File: src/inc/ochs_consts.vh
`ifndef OCHS_CONSTS_VH
`define OCHS_CONSTS_VH

// Clock period of the control logic in ns
`define OCHS_CLK_NS          10
// Free-running switching period in ns (set by the timing resistor)
`define OCHS_FREE_RUN_NS     200
// Free-running period in clock cycles, a longest time so rounded down
`define OCHS_FREE_RUN_CYC    (`OCHS_FREE_RUN_NS / `OCHS_CLK_NS)
// Sync is dropped after this many ns without a rising edge
`define OCHS_SYNC_LOSS_NS    400
`define OCHS_SYNC_LOSS_CYC   (`OCHS_SYNC_LOSS_NS / `OCHS_CLK_NS)
// Last oscillator and sync-watch counts, one below the cycle counts above
`define OCHS_OSC_LAST        8'h13
`define OCHS_SYNC_LAST       8'h27
// Overcurrent fault counter limit that starts hiccup
`define OCHS_FAULT_LIMIT     3'h7
// Number of qualifying cycles before undervoltage changes state
`define OCHS_UV_LIMIT        3'h7
// Reset values
`define OCHS_FAULT_RST       3'h0
`define OCHS_UV_RST          3'h0
`define OCHS_TIMER_RST       8'h00

`endif

File: src/verilog/ochs_sync2.v
`timescale 1ns/1ps
module ochs_sync2 #(
  parameter WIDTH = 1
) (
  // Clock and reset
  input  wire             clk,
  input  wire             rst,
  // Asynchronous input and its synchronised copy
  input  wire [WIDTH-1:0] asyncIn,
  output reg  [WIDTH-1:0] syncOut
);

  reg [WIDTH-1:0] stage1;

  // Two-flop synchroniser; stage1 feeds only syncOut
  always @(posedge clk)
  begin
    if (rst)
    begin
      stage1  <= {WIDTH{1'b0}};
      syncOut <= {WIDTH{1'b0}};
    end
    else
    begin
      stage1  <= asyncIn;
      syncOut <= stage1;
    end
  end

endmodule // ochs_sync2

File: src/verilog/ochs_ctrl.v
// Behaviour
// RULE1: Overcurrent compare only counts while high-side drive is on.
// RULE2: Overcurrent ends the high-side pulse immediately, ahead of the modulator.
// RULE3: After overcurrent, high side stays off until next cycle starts.
// RULE4: Fault counter up per overcurrent cycle, down per clean cycle.
// RULE5: Counter at seven issues restart and seven soft-start cycles (hiccup).
// RULE6: Hiccup holds both high-side and low-side drives off.
// RULE7: Each completed soft-start cycle in hiccup decrements the counter.
// RULE8: Counter at zero ends hiccup and re-enables modulation.
// RULE9: With external sync, each cycle begins on sync rising edge.
// RULE10: Active sync replaces internal oscillator as cycle timing source.
// RULE11: Sync held low lets the internal oscillator run freely.
// RULE12: Sync source should run 20% to 30% above free-run frequency.
// RULE13: A clock edge cutting the ramp short flags undervoltage, disables modulation.
// RULE14: Cycle is short if clock arrives before ramp reaches 90%.
// RULE15: Undervoltage declared only after seven short cycles accumulate.
// RULE16: Fault counter saturates at zero in normal operation.
`timescale 1ns/1ps
`include "ochs_consts.vh"
module ochs_ctrl (
  // Clock and reset
  input  wire       clk,
  input  wire       rst,
  // External sync pin, sampled on clk
  input  wire       syncPin,
  // Analog comparators and modulator, all asynchronous
  input  wire       overcurrentTrip,
  input  wire       modulatorEnd,
  input  wire       rampAt90,
  input  wire       softStartDone,
  // Switch drives
  output reg        highSideDrive,
  output reg        lowSideRectifierSwitch,
  // Status
  output reg        cycleStart,
  output reg        syncActive,
  output reg        hiccupActive,
  output reg        softStartRestart,
  output reg        undervoltageLockout,
  output reg  [2:0] faultCount
);

  wire [4:0] syncd;
  wire       syncLevel;
  wire       ocLevel;
  wire       modEndLevel;
  wire       rampLevel;
  wire       ssLevel;

  reg        syncPrev;
  reg        ssPrev;
  reg  [7:0] oscTimer;
  reg  [7:0] syncTimer;
  reg        ocSeen;
  reg        rampSeen;
  reg  [2:0] uvCount;

  reg        next_cycleStart;
  reg        next_high;
  reg        next_ocSeen;
  reg  [2:0] next_faultCount;
  reg        next_hiccup;
  reg        next_restart;
  reg  [2:0] next_uvCount;
  reg        next_undervoltage_lockout;

  wire       syncRise;
  wire       ssRise;
  wire       oscWrap;
  wire       runEnable;

  // All analog and pin inputs cross into clk through two flops
  ochs_sync2 #(
    .WIDTH   (5)
  ) u_sync (
    .clk     (clk),
    .rst     (rst),
    .asyncIn ({syncPin, overcurrentTrip, modulatorEnd, rampAt90, softStartDone}),
    .syncOut (syncd)
  );

  assign syncLevel   = syncd[4];
  assign ocLevel     = syncd[3];
  assign modEndLevel = syncd[2];
  assign rampLevel   = syncd[1];
  assign ssLevel     = syncd[0];

  // Edge detectors work on synchronised levels only
  assign syncRise  = syncLevel & ~syncPrev;
  assign ssRise    = ssLevel & ~ssPrev;
  // At-or-above so free-run picks up at once after sync is lost
  assign oscWrap   = (oscTimer >= `OCHS_OSC_LAST);
  assign runEnable = ~hiccupActive & ~undervoltageLockout;

  // Oscillator and sync detection; a missing edge times out to free-run
  always @(posedge clk)
  begin
    if (rst)
    begin
      syncPrev   <= 1'b0;
      ssPrev     <= 1'b0;
      oscTimer   <= `OCHS_TIMER_RST;
      syncTimer  <= `OCHS_TIMER_RST;
      syncActive <= 1'b0;
    end
    else
    begin
      syncPrev <= syncLevel;
      ssPrev   <= ssLevel;
      // Oscillator restarts on any cycle start so it never fires mid-sync period
      if (next_cycleStart)
        oscTimer <= `OCHS_TIMER_RST;
      else
        oscTimer <= oscTimer + 8'h01;
      if (syncRise)
      begin
        syncTimer  <= `OCHS_TIMER_RST;
        syncActive <= 1'b1;                                // [RULE10]
      end
      else if (syncTimer == `OCHS_SYNC_LAST)
        syncActive <= 1'b0;                                // [RULE11]
      else
        syncTimer <= syncTimer + 8'h01;
    end
  end

  // Cycle start source select
  always @*
  begin
    if (syncActive)
      next_cycleStart = syncRise;                          // [RULE9] [RULE10]
    else
      next_cycleStart = syncRise | oscWrap;                // [RULE11]
  end

  // High-side pulse, overcurrent latch and fault counter
  always @*
  begin
    next_high       = highSideDrive;
    next_ocSeen     = ocSeen;
    next_faultCount = faultCount;
    next_hiccup     = hiccupActive;
    next_restart    = 1'b0;
    if (hiccupActive)
    begin
      next_high   = 1'b0;                                  // [RULE6]
      next_ocSeen = 1'b0;
      if (ssRise)
      begin
        next_faultCount = faultCount - 3'h1;               // [RULE7]
        if (faultCount == 3'h1)
          next_hiccup = 1'b0;                              // [RULE8]
        else
          next_restart = 1'b1;
      end
    end
    else if (next_cycleStart)
    begin
      // Close out the finished cycle, then open the new one
      if (ocSeen)
      begin
        next_faultCount = faultCount + 3'h1;               // [RULE4]
        if (faultCount == `OCHS_FAULT_LIMIT - 3'h1)
        begin
          next_hiccup  = 1'b1;                             // [RULE5]
          next_restart = 1'b1;                             // [RULE5]
        end
      end
      else if (faultCount != 3'h0)
        next_faultCount = faultCount - 3'h1;               // [RULE4] [RULE16]
      next_ocSeen = 1'b0;
      next_high   = runEnable & ~next_hiccup;              // [RULE3]
    end
    else if (highSideDrive & ocLevel)
    begin
      next_high   = 1'b0;                                  // [RULE1] [RULE2]
      next_ocSeen = 1'b1;                                  // [RULE3]
    end
    else if (highSideDrive & modEndLevel)
      next_high = 1'b0;
    // Next lockout state, so no pulse opens in the cycle lockout begins
    if (next_undervoltage_lockout)
      next_high = 1'b0;                                    // [RULE13]
  end

  // Ramp qualification filter; sync edges that cut the ramp count as short
  always @*
  begin
    next_uvCount = uvCount;
    next_undervoltage_lockout    = undervoltageLockout;
    if (next_cycleStart)
    begin
      if (undervoltageLockout == rampSeen)
      begin
        // Cycle argues for a change of state
        if (uvCount == `OCHS_UV_LIMIT - 3'h1)
        begin
          next_undervoltage_lockout    = ~undervoltageLockout;             // [RULE13] [RULE15]
          next_uvCount = `OCHS_UV_RST;
        end
        else
          next_uvCount = uvCount + 3'h1;                   // [RULE14] [RULE15]
      end
      else if (uvCount != 3'h0)
        next_uvCount = uvCount - 3'h1;                     // [RULE15]
    end
  end

  // State registers; outputs all leave from flops
  always @(posedge clk)
  begin
    if (rst)
    begin
      cycleStart             <= 1'b0;
      highSideDrive          <= 1'b0;
      lowSideRectifierSwitch <= 1'b0;
      ocSeen                 <= 1'b0;
      faultCount             <= `OCHS_FAULT_RST;
      hiccupActive           <= 1'b0;
      softStartRestart       <= 1'b0;
      rampSeen               <= 1'b0;
      uvCount                <= `OCHS_UV_RST;
      undervoltageLockout    <= 1'b1;  // Held off until ramp proves supply
    end
    else
    begin
      cycleStart       <= next_cycleStart;
      highSideDrive    <= next_high;
      ocSeen           <= next_ocSeen;
      faultCount       <= next_faultCount;
      hiccupActive     <= next_hiccup;
      softStartRestart <= next_restart;
      uvCount          <= next_uvCount;
      undervoltageLockout <= next_undervoltage_lockout;
      // Ramp reach is tracked per cycle
      if (next_cycleStart)
        rampSeen <= 1'b0;
      else if (rampLevel)
        rampSeen <= 1'b1;                                  // [RULE14]
      // Low side only after high side was already off: no cross conduction
      lowSideRectifierSwitch <= ~next_high & ~highSideDrive & ~next_hiccup
                                & ~next_undervoltage_lockout;              // [RULE6] [RULE13]
    end
  end

endmodule // ochs_ctrl

File: config.mk
export PLATFORM = sky130hd
export DESIGN_NAME = ochs_ctrl
export DESIGN_NICKNAME = d
export VERILOG_FILES = /design/src/verilog/ochs_sync2.v /design/src/verilog/ochs_ctrl.v
export VERILOG_INCLUDE_DIRS = /design/src /design/src/inc
export SDC_FILE = /design/constraint.sdc
export NUM_CORES = 1
export LEC_CHECK = 0
export ABC_CLOCK_PERIOD_IN_PS = 2850
export BUFFER_PORTS_ARGS = -buffer_cell sky130_fd_sc_hd__buf_2
export CAP_MARGIN = 10
export CORE_MARGIN = 2
export CORE_UTILIZATION = 40
export CTS_BUF_LIST = sky130_fd_sc_hd__clkbuf_8
export CTS_CLUSTER_SIZE = 30
export DETAILED_ROUTE_END_ITERATION = 8
export GPL_TIMING_DRIVEN = 0
export PLACE_DENSITY = 0.58
export SYNTH_ARGS = -nofsm -noshare
export SYNTH_HDL_FRONTEND = slang
export SYNTH_SLANG_ARGS = --single-unit
export TNS_END_PERCENT = 50
File: constraint.sdc
create_clock -name clk -period 2.85 [get_ports clk]
set_input_delay 0.1425 -clock clk [delete_from_list [all_inputs] [get_ports clk]]
set_output_delay 0.1425 -clock clk [all_outputs]
set_load 0.02 [all_outputs]
==> impl_metrics.yaml <==
clock_network:
  cts.clk_slew.worst_paths_ns: 0.08
  cts_root_buf: "clkbuf_8"
  cts_tree: "done"
  worst_skew_pair.late_latency_ns: 0.29
  cts_resized: 0
  clock_sinks: 43
  cts_hold_buf: 0
  clockBufferDepth: 2
  post_cts_buffers: 0
  cts_buffers: 5
  cts-htree-levels: 2
power_and_ir_drop:
  vdd_drop_max_mv: 0.3052
  p_leak_nw: 0.8679
  p_per_area_nw_per_um2: 502.3
global_routing:
  grt_pass1_vias: 1287
  grtUsageTotal: 0.1443
  grt_pass1_wl_um: 5899
  grt_max_degree: 13
  grt.overflow.total: 0
  grt_antenna_before_repair: 0
outcome:
  status: "finished, final reports clean"
worst_hold_path:
  holdPathStages: 2
  hp-class: "in2reg"
  hold_end: "u_sync.stage1[3]"
  min_from: "overcurrentTrip"
critical_path:
  cp_max_fo: 10
  rr_endpoint: "lowSideRectifierSwitch"
  cp.arrival_ns: 2.20
  cp-end-kind: "flop"
  r2r_start: "oscTimer[0]"
  worstSetupStartpoint: "oscTimer[0]"
  required_ns: 3.04
  ff2ff_path_depth: 6
  crit_type: "reg2reg"
  crit_path_start_kind: "flop"
  regToRegSetupSlack_ns: 0.84
run:
  cap_violations: 0
detailed_routing:
  firstDrtPassIters: 6
  dr_total_vias: 1454
  wl_per_cell_um: 12.24
  drc_errors: 0
  ant_nets: 0
  vias_per_cell: 5.120
  drt_iter0_drc: 60
  routed_wl_um: 3476
floorplanning:
  start_util: 0.4118
  die_area_um2: 5368
  row_count: 25
  core_area_um2: 4661
  die_w_um: 73.27
  die_y_um: 73.27
  ioPinCount: 17
timing:
  worstMarginPinSlew_ns: 0.5323
  fin_skew_ns: 0.007364
  setup_violations: 0
  max_freq_ghz: 0.4971
  rsz0062_at_grt: "no"
  setup_tns_ns: 0
  final.period_utilization: 0.7059
  period_minus_slack_ns: 2.012
  slew_violations: 0
  hold_viol_final: 0
  slew_headroom: 0.6451
placed_design:
  dp_hpwl_um: 2499
  placed_cell_area_um2: 2067
  gp_congestion: 0.7708
  port_buffers: 16
synthesis:
  synthTopCellsByArea: "dfxtp_1, ha_1, nor2b_1"
  synthesis.area_um2: 1919
  ys_ff_latch: 43
  synth_cell_types: 36
  syn_inst: 207
  synth_seq_area_share: 0.4485
  avgSynthCellArea_um2: 9.272
  synthFlopType: "dfxtp_1"
  synth_top_area_share: 0.4485
  synth_edf_count: 0
  async_flop_share: 0
  syn-num-nets: 226
  yosysMostFrequentCell: "dfxtp_1"
  synth_commonest_cells: "dfxtp_1, nor2_1, nor2b_1"
  yosys_warnings: 0
  yosysTopAreaCell: "dfxtp_1"
finish:
  finalInstanceArea_um2: 2155
  fin_util: 0.4623
  diodes: 0
  fill_cells: 481
  area_delta_synth_final_pct: 12.26
  fin_nets: 249
  final_layout_size_suffix_gt1_frac: 0.1130
-- per-stage QoR --
stage	hold slack, ns	cells	power, mW	setup slack (ns)
after detailed placement	0.3560	277	0.7072	0.8583
after CTS	0.04160	284	1.103	0.8491
after global routing	0.04313	284	1.137	0.7427
after floorplan	0.2141	207	0.6867	1.207
final	0.05850	284	1.082	0.8383
after global placement	0.3490	277	0.7058	0.8649
-- flip-flops by register name, summed over array words and instances, names as in the netlist --
signal	flops
oscTimer	8
syncTimer	8
u_sync.stage1	5
u_sync.syncOut	5
faultCount	3
uvCount	3
cycleStart	1
hiccupActive	1
highSideDrive	1
lowSideRectifierSwitch	1
ocSeen	1
rampSeen	1
softStartRestart	1
ssPrev	1
syncActive	1
syncPrev	1
undervoltageLockout	1
-- placed cells by master (no fill, tap or decap), types with 2 or more instances in the layout --
master,count
o31ai_1,3
or3_1,5
clkbuf_8,6
xnor2_1,7
nor3b_1,4
nor2_1,23
nand2_1,4
ha_1,12
nand2b_1,5
buf_2,17
mux2i_1,3
clkbuf_1,4
or4b_1,2
o21ai_0,9
nor2b_1,15
xor2_1,7
inv_1,7
nor3_1,8
and3_1,4
o221ai_1,2
dfxtp_1,43
a21oi_1,13
nand3_1,12
-- worst max-delay path, stage by stage, from the launching register on --
cell and delay, ns:
dfxtp_1 0.35, ha_1 0.27, nor3_1 0.30, o221a_1 0.40
buf_2 0.27, o21ai_0 0.15, o211a_1 0.17
-- final cells by class --
class / count / area [µm²] / area share
plain buffers: 5 / 20.02 / 0.009292
clock buffers: 6 / 82.58 / 0.03833
clock inverters: 1 / 5.005 / 0.002323
inverters: 7 / 26.28 / 0.01220
multi-input cells: 152 / 1012 / 0.4698
flip-flops and latches: 43 / 860.8 / 0.3995
well taps: 54 / 67.56 / 0.03136
repair buffers: 16 / 80.08 / 0.03717
-- how the worst max path moves through the flow --
stage                                   endpoint  slack, ns  cells after the start
after CTS                 lowSideRectifierSwitch       0.85                      6
final                     lowSideRectifierSwitch       0.84                      6
after detailed placement  lowSideRectifierSwitch       0.86                      6
after global routing      lowSideRectifierSwitch       0.74                      6
after floorplan                 softStartRestart       1.21                      6
after global placement          softStartRestart       0.86                      6
-- routing by layer --
| layer | vias up | part of all wire | GRT usage |
|---|---|---|---|
| met3 | 4 | 0.033 | 0.05075 |
| li1 | 764 | - | - |
| met1 | 666 | 0.52 | 0.1827 |
| met5 | - | 0 | 0 |
| met4 | 0 | 0.0072 | 0.04321 |
| met2 | 20 | 0.44 | 0.2312 |
-- power breakdown --
part / switching [mW] / internal [mW] / leakage [nW]
registers: 0.0128 / 0.617 / 0.350
logic: 0.0359 / 0.0261 / 0.471
clock network: 0.200 / 0.190 / 0.0470
-- cell families (layout without fill, tap and decap cells) --
| logic type | count (synthesis) | after routing | synth area share |
|---|---|---|---|
| and+or+nand+nor | 88 | 88 | 0.2477 |
| DFF | 43 | 43 | 0.4485 |
| AOI/OAI and AO/OA | 34 | 34 | 0.1134 |
| xor gates and xnor gates | 15 | 15 | 0.07236 |
| adders and majority gates | 12 | 12 | 0.07822 |
| buffers and inverters | 12 | 35 | 0.02412 |
| muxes | 3 | 3 | 0.01565 |
(Power assumes the default switching activity.)
